[src/common/ulc_pkg.sv]
// Package for the USB line coding and attach detect block
// Assumes a single 48 MHz clock for the serial path
package ulc_pkg;
  localparam int unsigned CLK_HZ          = 48_000_000;
  localparam int unsigned BIT_HZ          = 12_000_000;
  localparam int unsigned CYC_PER_BIT     = CLK_HZ / BIT_HZ;
  localparam logic [2:0]  STUFF_RUN       = 3'h6;
  localparam logic [4:0]  CRC5_INIT       = 5'h1F;
  localparam logic [4:0]  CRC5_POLY       = 5'h05;
  localparam logic [4:0]  CRC5_RESIDUAL   = 5'h0C;
  localparam logic [15:0] CRC16_INIT      = 16'hFFFF;
  localparam logic [15:0] CRC16_POLY      = 16'h8005;
  localparam logic [15:0] CRC16_RESIDUAL  = 16'h800D;
  localparam logic [1:0]  DIV_RESET       = 2'h0;
  typedef enum logic [1:0] {
    ULC_IDLE = 2'b00,
    ULC_BUSY = 2'b01,
    ULC_DONE = 2'b10
  } ulc_state_t;
endpackage

[src/common/ulc_crc_if.sv]
// Interface carrying CRC shift requests and state between modules
// Assumes one clock shared by both ends
`timescale 1ns/1ps
interface ulc_crc_if;
  logic        clr;
  logic        shift;
  logic        bit_in;
  logic        sel16;
  logic [4:0]  crc5;
  logic [15:0] crc16;
  modport engine (output clr, output shift, output bit_in, output sel16, input crc5, input crc16);
  modport crc    (input clr, input shift, input bit_in, input sel16, output crc5, output crc16);
endinterface

[src/logic/ulc_crc.sv]
// Serial CRC5 and CRC16 generator and checker
// Assumes synchronous reset copy from the top module
`timescale 1ns/1ps
module ulc_crc (
  // Clock and reset
  input  wire logic i_clk,
  input  wire logic i_rst_n,
  // Request side
  ulc_crc_if.crc    crc_io
);
  import ulc_pkg::*;

  // --------------------------------------------------------------
  // Shift registers
  // --------------------------------------------------------------
  logic [4:0]  c5_reg;
  logic [15:0] c16_reg;
  logic        fb5;
  logic        fb16;

  assign fb5  = crc_io.bit_in ^ c5_reg[4];
  assign fb16 = crc_io.bit_in ^ c16_reg[15];

  // CRC update per data bit, LSB first stream
  always_ff @(posedge i_clk or negedge i_rst_n) begin
    if (!i_rst_n) begin
      c5_reg  <= CRC5_INIT;
      c16_reg <= CRC16_INIT;
    end else if (crc_io.clr) begin
      c5_reg  <= CRC5_INIT;
      c16_reg <= CRC16_INIT;
    end else if (crc_io.shift) begin
      c5_reg  <= {c5_reg[3:0], 1'b0} ^ (fb5 ? CRC5_POLY : 5'h00);
      c16_reg <= {c16_reg[14:0], 1'b0} ^ (fb16 ? CRC16_POLY : 16'h0000);
    end
  end

  assign crc_io.crc5  = c5_reg;
  assign crc_io.crc16 = c16_reg;
endmodule // ulc_crc

[src/logic/ulc_line.sv]
// USB line coding: NRZI, bit stuffing, CRC, attach change detect
// Assumes a 48 MHz clock; line pins arrive asynchronously
`timescale 1ns/1ps
module ulc_line (
  // Clock and reset
  input  wire logic i_clk,
  input  wire logic i_rst_n,
  // Control
  input  wire logic i_usb_module_on,
  input  wire logic i_crc16_sel,
  // Transmit bit stream
  input  wire logic i_tx_start,
  input  wire logic i_tx_valid,
  input  wire logic i_tx_bit,
  input  wire logic i_tx_last,
  output logic      o_tx_ready,
  output logic      o_tx_busy,
  // Line pins
  input  wire logic i_dp,
  input  wire logic i_dm,
  output logic      o_dp,
  output logic      o_dm,
  output logic      o_line_oe_n,
  // Receive bit stream
  input  wire logic i_rx_start,
  input  wire logic i_rx_end,
  output logic      o_rx_valid,
  output logic      o_rx_bit,
  output logic      o_rx_stuff_err,
  output logic      o_rx_crc_ok,
  output logic      o_rx_done,
  // Attach detect
  output logic      o_pin_change_interrupt
);
  import ulc_pkg::*;

  // --------------------------------------------------------------
  // Reset release and pin synchronisers
  // --------------------------------------------------------------
  logic [1:0] rst_sync_reg;
  logic       rst_n;
  logic [1:0] dp_sync_reg;
  logic [1:0] dm_sync_reg;
  logic       dp_s;
  logic       dm_s;

  // Reset release through two flops
  always_ff @(posedge i_clk or negedge i_rst_n) begin
    if (!i_rst_n) rst_sync_reg <= 2'h0;
    else rst_sync_reg <= {rst_sync_reg[0], 1'b1};
  end
  assign rst_n = rst_sync_reg[1];

  // Two-flop pin synchronisers
  always_ff @(posedge i_clk or negedge rst_n) begin
    if (!rst_n) begin
      dp_sync_reg <= 2'h3;
      dm_sync_reg <= 2'h0;
    end else begin
      dp_sync_reg <= {dp_sync_reg[0], i_dp};
      dm_sync_reg <= {dm_sync_reg[0], i_dm};
    end
  end
  assign dp_s = dp_sync_reg[1];
  assign dm_s = dm_sync_reg[1];

  // --------------------------------------------------------------
  // Bit-time divider, 48 MHz to 12 Mb/s
  // --------------------------------------------------------------
  logic [1:0] div_reg;
  logic       bit_tick;

  always_ff @(posedge i_clk or negedge rst_n) begin
    if (!rst_n) div_reg <= DIV_RESET;
    else div_reg <= div_reg + 2'h1;
  end
  assign bit_tick = (div_reg == 2'(CYC_PER_BIT - 1));

  // --------------------------------------------------------------
  // CRC shared unit
  // --------------------------------------------------------------
  ulc_crc_if crc_bus ();
  ulc_crc u_crc (
    .i_clk   (i_clk),
    .i_rst_n (rst_n),
    .crc_io  (crc_bus.crc)
  );

  // --------------------------------------------------------------
  // Transmit: payload, CRC, stuffing, NRZI
  // --------------------------------------------------------------
  ulc_state_t tx_state_reg;
  logic       tx_in_crc_reg;
  logic [3:0] tx_crc_cnt_reg;
  logic [15:0] tx_crc_reg;
  logic       tx_load_reg;
  logic [2:0] tx_ones_reg;
  logic       tx_line_reg;
  logic       tx_stuff;
  logic       tx_data_bit;
  logic       tx_take;
  logic       tx_crc_bit;

  assign tx_stuff    = (tx_ones_reg == STUFF_RUN);
  assign tx_crc_bit  = ~tx_crc_reg[15];
  assign tx_take     = bit_tick && (tx_state_reg == ULC_BUSY) && !tx_stuff && !tx_in_crc_reg && i_tx_valid;
  assign o_tx_ready  = bit_tick && (tx_state_reg == ULC_BUSY) && !tx_stuff && !tx_in_crc_reg;
  assign tx_data_bit = tx_in_crc_reg ? tx_crc_bit : i_tx_bit;
  assign o_tx_busy   = (tx_state_reg == ULC_BUSY);

  // Packet sequencing
  always_ff @(posedge i_clk or negedge rst_n) begin
    if (!rst_n) begin
      tx_state_reg   <= ULC_IDLE;
      tx_in_crc_reg  <= 1'b0;
      tx_crc_cnt_reg <= 4'h0;
      tx_crc_reg     <= 16'h0000;
      tx_load_reg    <= 1'b0;
    end else begin
      // Load one cycle late, so the last payload bit is in the CRC
      tx_load_reg <= 1'b0;
      unique case (tx_state_reg)
        ULC_IDLE: begin
          if (i_tx_start && i_usb_module_on) tx_state_reg <= ULC_BUSY;
          tx_in_crc_reg <= 1'b0;
        end
        ULC_BUSY: begin
          if (tx_take && i_tx_last) begin
            tx_in_crc_reg  <= 1'b1;
            tx_crc_cnt_reg <= i_crc16_sel ? 4'hF : 4'h4;
            tx_load_reg    <= 1'b1;
          end else if (tx_load_reg) begin
            tx_crc_reg <= i_crc16_sel ? crc_bus.crc16 : {crc_bus.crc5, 11'h000};
          end else if (bit_tick && tx_in_crc_reg && !tx_stuff) begin
            tx_crc_reg <= {tx_crc_reg[14:0], 1'b0};
            if (tx_crc_cnt_reg == 4'h0) tx_state_reg <= ULC_DONE;
            else tx_crc_cnt_reg <= tx_crc_cnt_reg - 4'h1;
          end
        end
        ULC_DONE: tx_state_reg <= ULC_IDLE;
        default:  tx_state_reg <= ULC_IDLE;
      endcase
    end
  end

  // Ones run and NRZI line state
  always_ff @(posedge i_clk or negedge rst_n) begin
    if (!rst_n) begin
      tx_ones_reg <= 3'h0;
      tx_line_reg <= 1'b1;
    end else if (tx_state_reg != ULC_BUSY) begin
      tx_ones_reg <= 3'h0;
      tx_line_reg <= 1'b1;
    end else if (bit_tick) begin
      if (tx_stuff) begin
        tx_ones_reg <= 3'h0;
        tx_line_reg <= ~tx_line_reg;
      end else if (tx_in_crc_reg || i_tx_valid) begin
        if (tx_data_bit) begin
          tx_ones_reg <= tx_ones_reg + 3'h1;
        end else begin
          tx_ones_reg <= 3'h0;
          tx_line_reg <= ~tx_line_reg;
        end
      end
    end
  end

  // Differential drive, J is D+ high
  assign o_dp        = tx_line_reg;
  assign o_dm        = ~tx_line_reg;
  assign o_line_oe_n = ~(tx_state_reg == ULC_BUSY);

  // --------------------------------------------------------------
  // Receive: NRZI decode, unstuff, CRC check
  // --------------------------------------------------------------
  logic       rx_act_reg;
  logic       rx_prev_reg;
  logic [2:0] rx_ones_reg;
  logic       rx_dec;
  logic       rx_stuffed;
  logic       rx_valid_reg;
  logic       rx_bit_reg;
  logic       rx_err_reg;
  logic       rx_ok_reg;
  logic       rx_done_reg;

  assign rx_dec     = (dp_s == rx_prev_reg);
  assign rx_stuffed = (rx_ones_reg == STUFF_RUN);

  // Decoder and unstuffer state
  always_ff @(posedge i_clk or negedge rst_n) begin
    if (!rst_n) begin
      rx_act_reg   <= 1'b0;
      rx_prev_reg  <= 1'b1;
      rx_ones_reg  <= 3'h0;
      rx_valid_reg <= 1'b0;
      rx_bit_reg   <= 1'b0;
      rx_err_reg   <= 1'b0;
    end else begin
      rx_valid_reg <= 1'b0;
      if (i_rx_start && i_usb_module_on) begin
        rx_act_reg  <= 1'b1;
        rx_prev_reg <= dp_s;
        rx_ones_reg <= 3'h0;
        rx_err_reg  <= 1'b0;
      end else if (i_rx_end) begin
        rx_act_reg <= 1'b0;
      end else if (rx_act_reg && bit_tick) begin
        rx_prev_reg <= dp_s;
        if (rx_stuffed) begin
          rx_ones_reg <= 3'h0;
          if (rx_dec) rx_err_reg <= 1'b1;
        end else begin
          rx_ones_reg  <= rx_dec ? rx_ones_reg + 3'h1 : 3'h0;
          rx_valid_reg <= 1'b1;
          rx_bit_reg   <= rx_dec;
        end
      end
    end
  end

  // CRC request routing, transmit has priority while busy, receive otherwise
  assign crc_bus.sel16  = i_crc16_sel;
  assign crc_bus.clr    = (i_tx_start && tx_state_reg == ULC_IDLE) || (i_rx_start && i_usb_module_on);
  assign crc_bus.shift  = (tx_state_reg == ULC_BUSY) ? tx_take
                          : (rx_act_reg && bit_tick && !rx_stuffed && !i_rx_end);
  assign crc_bus.bit_in = (tx_state_reg == ULC_BUSY) ? i_tx_bit : rx_dec;

  // Residual check at packet end
  always_ff @(posedge i_clk or negedge rst_n) begin
    if (!rst_n) begin
      rx_ok_reg   <= 1'b0;
      rx_done_reg <= 1'b0;
    end else begin
      rx_done_reg <= rx_act_reg && i_rx_end;
      if (rx_act_reg && i_rx_end)
        rx_ok_reg <= i_crc16_sel ? (crc_bus.crc16 == CRC16_RESIDUAL)
                                 : (crc_bus.crc5 == CRC5_RESIDUAL);
    end
  end

  assign o_rx_valid     = rx_valid_reg;
  assign o_rx_bit       = rx_bit_reg;
  assign o_rx_stuff_err = rx_err_reg;
  assign o_rx_crc_ok    = rx_ok_reg;
  assign o_rx_done      = rx_done_reg;

  // --------------------------------------------------------------
  // Attach change detect on D+ and D-
  // --------------------------------------------------------------
  logic dp_last_reg;
  logic dm_last_reg;
  logic chg_reg;

  // Edge compare on synchronised levels, gated by module off
  always_ff @(posedge i_clk or negedge rst_n) begin
    if (!rst_n) begin
      dp_last_reg <= 1'b1;
      dm_last_reg <= 1'b0;
      chg_reg     <= 1'b0;
    end else begin
      dp_last_reg <= dp_s;
      dm_last_reg <= dm_s;
      chg_reg     <= !i_usb_module_on &&
                     ((dp_s != dp_last_reg) || (dm_s != dm_last_reg));
    end
  end
  assign o_pin_change_interrupt = chg_reg;
endmodule // ulc_line

[config.mk]
export PLATFORM = sky130hd
export DESIGN_NAME = ulc_line
export DESIGN_NICKNAME = d
export VERILOG_FILES = /design/src/common/ulc_pkg.sv /design/src/common/ulc_crc_if.sv /design/src/logic/ulc_crc.sv /design/src/logic/ulc_line.sv
export SDC_FILE = /design/constraint.sdc
export NUM_CORES = 1
export LEC_CHECK = 0
export BUFFER_PORTS_ARGS = -buffer_cell sky130_fd_sc_hd__buf_2
export CORE_MARGIN = 4
export CORE_UTILIZATION = 44
export CTS_CLUSTER_SIZE = 8
export DETAILED_ROUTE_END_ITERATION = 12
export GPL_TIMING_DRIVEN = 0
export HOLD_SLACK_MARGIN = 0.06
export MAX_ROUTING_LAYER = met4
export PLACE_DENSITY = 0.68
export SYNTH_ARGS = -nofsm -noshare
export SYNTH_HDL_FRONTEND = slang
export SYNTH_SLANG_ARGS = --single-unit
[constraint.sdc]
create_clock -name i_clk -period 4.75 [get_ports i_clk]
set_input_delay 0.7125 -clock i_clk [delete_from_list [all_inputs] [get_ports i_clk]]
set_output_delay 0.7125 -clock i_clk [all_outputs]
set_load 0.02 [all_outputs]
After elaboration in Yosys (flattened, before gate mapping) --
Cells that the tools add are included.
Operators by class: add/sub/neg operators 4, multiplexer cells 57, reduce and logical (&&, ||, !) cells 44, bitwise gates (word level) 11, eq/ne operators 20
Operators with widths (number):
- $mux 16 | 6
- $mux 3 | 11
- $mux 1 | 26
- $mux 4 | 5
- $reduce_bool 2->1 | 9
- $eq 16x16->1 const B | 1
- $xor 16x16->16 | 1
- $logic_and 1x1->1 | 15
- $ne 2x1->1 const B | 6
- $reduce_and 4->1 | 3
- $mux 2 | 5
- $mux 5 | 2
- $ne 2x2->1 const B | 4
- $not 1->1 | 7
- $add 3x1->3 const B | 2
- $eq 3x3->1 const B | 2
- $reduce_and 2->1 | 3
- $reduce_and 3->1 | 2
- $eq 5x4->1 const B | 1
- $logic_not 1->1 | 5
- $reduce_and 5->1 | 1
- $xor 5x5->5 | 1
- $logic_not 4->1 | 1
- $pmux 2 s2 | 1
- other kinds (12) | 16
Word-level totals: word-level logic and storage cells 160, bits in registers 70, input bits 12

Logic depth before layout (Yosys ltp) --
depth after elaboration 8, mapped depth 7

By module --
Synthesis repeated with hierarchy kept, for this count alone.
Unflattened totals: cells, all modules 305, area, all modules 3362.0 um^2
Modules (own cells, without submodules):
- ulc_line | instances 1, cells each 228, area an instance 2428.6 um^2
- ulc_crc | instances 1, cells each 77, area an instance 933.4 um^2

Least setup slack after synthesis --
Ideal clock, no wire load.
path kind flip-flop to output port, start point reg tx_state_reg[1], end point out o_tx_ready, arrival time 1.357 ns, setup slack 2.681 ns, cell stages (with the launch flop) 4, data required time 4.038 ns, path through dfrtp_1 > and2b_2 > inv_2 > nor3_1
Between the ends: longest elaborated chain between the ends 4
Ends and longest elaborated chain:
- from (decl) | RTL line ulc_line.sv:92 | ulc_state_t tx_state_reg;
- from (signal assigned) | RTL line ulc_line.sv:114 | tx_state_reg <= ULC_IDLE;
- from (signal assigned) | RTL line ulc_line.sv:124 | if (i_tx_start && i_usb_module_on) tx_state_reg <= ULC_BUSY;
- from (signal assigned) | RTL line ulc_line.sv:136 | if (tx_crc_cnt_reg == 4'h0) tx_state_reg <= ULC_DONE;
- $eq 2x1->1
- net o_tx_busy | RTL line ulc_line.sv:17 | output logic o_tx_busy,
- $logic_and 1x1->1 (3 in a row) | RTL line ulc_line.sv:107 | assign o_tx_ready = bit_tick && (tx_state_reg == ULC_BUSY) && !tx_stuff && !tx_in_crc_reg;
- to (decl) | RTL line ulc_line.sv:16 | output logic o_tx_ready,
The timed path passes the listed nets, and every way through them passes these cells.

Worst setup path after layout --
start point reg tx_ones_reg[0], end point reg tx_crc_reg[14]
Between the ends: longest elaborated chain between the ends 8, elaborated cells between the ends (all ways) 10
Ends and longest elaborated chain:
- from (decl) | RTL line ulc_line.sv:97 | logic [2:0] tx_ones_reg;
- from (signal assigned) | RTL line ulc_line.sv:160 | tx_ones_reg <= tx_ones_reg + 3'h1;
- $eq 3x3->1 * | RTL line ulc_line.sv:104 | assign tx_stuff = (tx_ones_reg == STUFF_RUN);
- $logic_not 1->1 * | RTL line ulc_line.sv:106, ulc_line.sv:134
- $logic_and 1x1->1 (3 in a row) | RTL line ulc_line.sv:106 | assign tx_take = bit_tick && (tx_state_reg == ULC_BUSY) && !tx_stuff && !tx_in_crc_reg && i_tx_valid;
- $logic_and 1x1->1 | RTL line ulc_line.sv:128 | if (tx_take && i_tx_last) begin
- $not 1->1 (no line)
- $reduce_and 3->1 (no line) *
- to (signal assigned) | RTL line ulc_line.sv:133 | tx_crc_reg <= i_crc16_sel ? crc_bus.crc16 : {crc_bus.crc5, 11'h000};
- to (signal assigned) | RTL line ulc_line.sv:135 | tx_crc_reg <= {tx_crc_reg[14:0], 1'b0};
- to (decl) | RTL line ulc_line.sv:95 | logic [15:0] tx_crc_reg;
Mark *: on every way between the ends. The rest lies on a longest branch, timed or not. A chain may end at the register's enable or synchronous reset.

==> out/qor_table.md <==
| Quantity | Value |
|---|---|
| Placed insts | 388 |
| Number of enable-type register cells in the synthesized netlist | 0 |
| Max-cap check violation count | 0 |
| Worst hold path class | in2async |
| Most common cell after layout, fill and taps aside | dfrtp_1 |
| Max-slew violation total from the final report | 0 |
| Yosys synthesis warning count | 0 |
| Overall overflow remaining after global route | 0 |
| Gr usage total | 15.5% |
| Number of top-level design ports | 23 |
| Start point of the critical path | tx_ones_reg[0] |
| CP Class | reg2reg |
| Number of core rows | 30 |
| TritonCTS clock tree | built |
| Clock Sink Count | 70 |
| Count of unresolved DRC violations after routing | 0 |
| Final cycle utilization of the critical path | 48.8% |
| Initial core utilization | 46.1% |
| Slew of the pin with the lowest slew margin | 0.848 ns |
| Run status | completed |
| CTS H-tree lvls | 3 |
| Met3 Routed Length | 160 um |
| Detail Placement HPWL | 4170 um |
| RePlAce Congestion | 0.760 |
| Clock slew at the register clock pins of the worst setup and hold paths | 0.08 ns |
| Flop pwr share | 46.8% |
| Number of diodes | 0 |
| Sw Share | 30.3% |
| Hold bufs inserted after CTS | 0 |
| Setup clock skew after layout | 0.0133 ns |
| Cell count after synthesis | 271 |
| Final worst path period need | 2.32 ns |
| RSZ-0062 raised after global routing | false |
| Sort of element at the start of the critical path | register |
| Post-place instance area | 0.00343 mm^2 |
| Die height | 93.3 um |
| Sequential Area | 0.00179 mm^2 |
| Post-CTS setup repair buffer count | 0 |
| Avg Synthesized Cell Area | 11.8 um^2 |
| Number of global-route vias before repair | 2,071 |
| DR vias/cell | 5.24 |
| TNS Setup | 0 ns |
| Highest routed metal layer | met4 |
| Maximum fanout along the worst path | 10 |
| Number of clock buffers inserted by TritonCTS | 9 |
| Clock buffer depth | 2 |
| Met2 routed WL | 2760 um |
| Worst reg-to-reg path cell count | 7 |
| Top_reg_cell synth | dfrtp_1 |
| Net count after synthesis | 289 |
| Kind of capture point of the worst setup path | register |
| Via total after detailed routing | 2,116 |
| Portion of the post-synthesis area used by sequential elements | 55.8% |
| Core occupancy in the finished layout | 52.6% |
| Insertion delay to the later sink of the worst-skew pair | 0.34 ns |
| End point of the critical path | tx_crc_reg[14] |
| Part of the power in combinational logic | 23.8% |
| Part of the total power dissipated in the clock network | 29.4% |
| Worst slack after detailed placement | 2.42 ns |
| Layout area overhead | 14.1% |
| Detailed-routing iteration count for the pre-antenna-repair pass | 4 |
| Number of antenna violations at the first check in global routing | 0 |
| Total setup violations reported at the end of the flow | 0 |
| Required time reported for the critical path endpoint | 4.97 ns |
| Summed area of non-filler cells in the final layout | 0.00365 mm^2 |
| Net switching power of the design | 546 uW |
| Root Driver | clkbuf_8 |
| Number of routed nets with antenna violations | 0 |
| Worst setup slack after layout | 2.43 ns |
| Fillcell total | 609 |
| Post-DR wirelength/cell | 14.6 um |
| Setup slack, reg-to-reg | 2.43 ns |
| Final wirelength | 5910 um |
| Ratio of total power to cell area | 495 mW/mm^2 |
| Global-route wire length before repair | 10,100 um |
| Met1 wire length | 2890 um |
| Startpoint of the most critical register-to-register path | tx_ones_reg[0] |
| Pin count of the biggest net entering global routing | 69 |
| Combined area of all synthesized cells | 0.00320 mm^2 |
| Area enclosed by the die boundary | 0.00870 mm^2 |
| Number of hold-slack violations in the final timing report | 0 |
| Asr flop ratio synth | 100% |
| Net count reported at finish | 321 |
| Worst vdd ir | 0.174 mV |
| Cells resized by post-CTS repair | 0 |
| X dimension of the die | 93.3 um |
| Top library cells by usage in the layout, fill and taps aside | dfrtp_1 (43), dfstp_2 (26), o22a_1 (21), buf_2 (21) |
| Worst slew margin | 43.5% |
| Area of the core region | 0.00694 mm^2 |
| Internal power contribution | 1.26 mW |
| Reg-to-reg endpoint | tx_crc_reg[14] |
| Multi-input gate area in the final layout | 0.00130 mm^2 |
| Number of unique standard cell types used by synthesis | 50 |
| Number of DRC violations after detailed-routing iteration 0 | 65 |
| Achievable clock frequency | 431 MHz |
| Count of placed standard cells in the final layout, fillers left out | 404 |
| Port Buffers | 21 |
| Share of final-layout standard cells stronger than drive strength 1 | 28.6% |
| Register bit count reported by yosys | 70 |
| Arrival time reported for the critical path endpoint | 2.54 ns |
| Static leakage power | 1.57 nW |
==> per-layer routing <==
metal,global-route usage (%),up-vias
met1,20.7,1040
li1,-,1040
met5,-,-
met3,4.18,9
met4,6.35,0
met2,22.3,27
==> cell usage after synthesis (all sizes together) (4+ instances only) <==
library cell | count | share of area, %
nor2 | 12 | 1.4
a31oi | 6 | 1.2
inv | 15 | 1.8
xnor2 | 5 | 1.4
mux2i | 11 | 3.6
dfstp | 26 | 21
o21ai | 14 | 2.2
nor2b | 5 | 0.98
clkbuf | 11 | 1.3
nand2 | 14 | 1.6
a21oi | 11 | 1.8
nand3 | 9 | 1.4
ha | 6 | 2.3
mux2 | 13 | 4.6
nor3b | 4 | 0.94
o22a | 21 | 5.8
dfrtp | 44 | 34
==> how the worst min path moves through the flow <==
stage,to,startpoint
final,rst_sync_reg[1],i_rst_n
after global routing,rst_sync_reg[1],i_rst_n
after CTS,rst_sync_reg[1],i_rst_n
after detailed placement,rst_sync_reg[1],rst_sync_reg[0]
after global placement,dm_sync_reg[1],dm_sync_reg[0]
after floorplan,dm_sync_reg[1],dm_sync_reg[0]
==> through the flow <==
| stage | hold slack [ns] | total power [mW] |
|---|---|---|
| 2_1_floorplan | 0.331 | 1.18 |
| 3_3_place_gp | 0.334 | 1.27 |
| 3_5_place_dp | 0.340 | 1.29 |
| 4_1_cts | 0.123 | 1.83 |
| 5_1_grt | 0.108 | 1.93 |
| 6_report | 0.137 | 1.81 |
==> cells by family (layout without fill, tap and decap cells) <==
group / count (synthesis) / count (layout) / share of synthesized area (%)
DFF: 70 / 70 / 55.8
AOI/OAI and AO/OA: 69 / 69 / 15.5
and+or+nand+nor: 65 / 65 / 11.2
buffers and inverters: 28 / 65 / 3.44
muxes: 24 / 24 / 8.14
xor gates and xnor gates: 8 / 8 / 3.48
adders and majority gates: 6 / 6 / 2.35
other: 1 / 1 / 0.117
==> power by group through the flow <==
stage,logic (mW),registers (mW),clock network [mW]
after floorplan,0.336,0.843,0
after global placement,0.419,0.854,0
after detailed placement,0.434,0.858,0
after CTS,0.435,0.847,0.546
after global routing,0.486,0.866,0.577
final,0.429,0.845,0.531
==> cell type report <==
class                   count  area share [%]
plain buffers              12            1.34
clock buffers               9            3.39
clock inverters             7            2.71
inverters                  16            1.68
multi-input cells         173            35.7
flip-flops and latches     70            49.0
well taps                  96            3.29
repair buffers             21            2.88
==> worst max-delay path: stages (launching register included) <==
cell and delay, ns:
dfrtp_1 0.39, inv_1 0.06, ha_1 0.23, a21boi_0 0.39, nand2_1 0.12, a21oi_2 0.38
buf_4 0.29, mux2_2 0.35
Power figures use the tool's default switching activity.
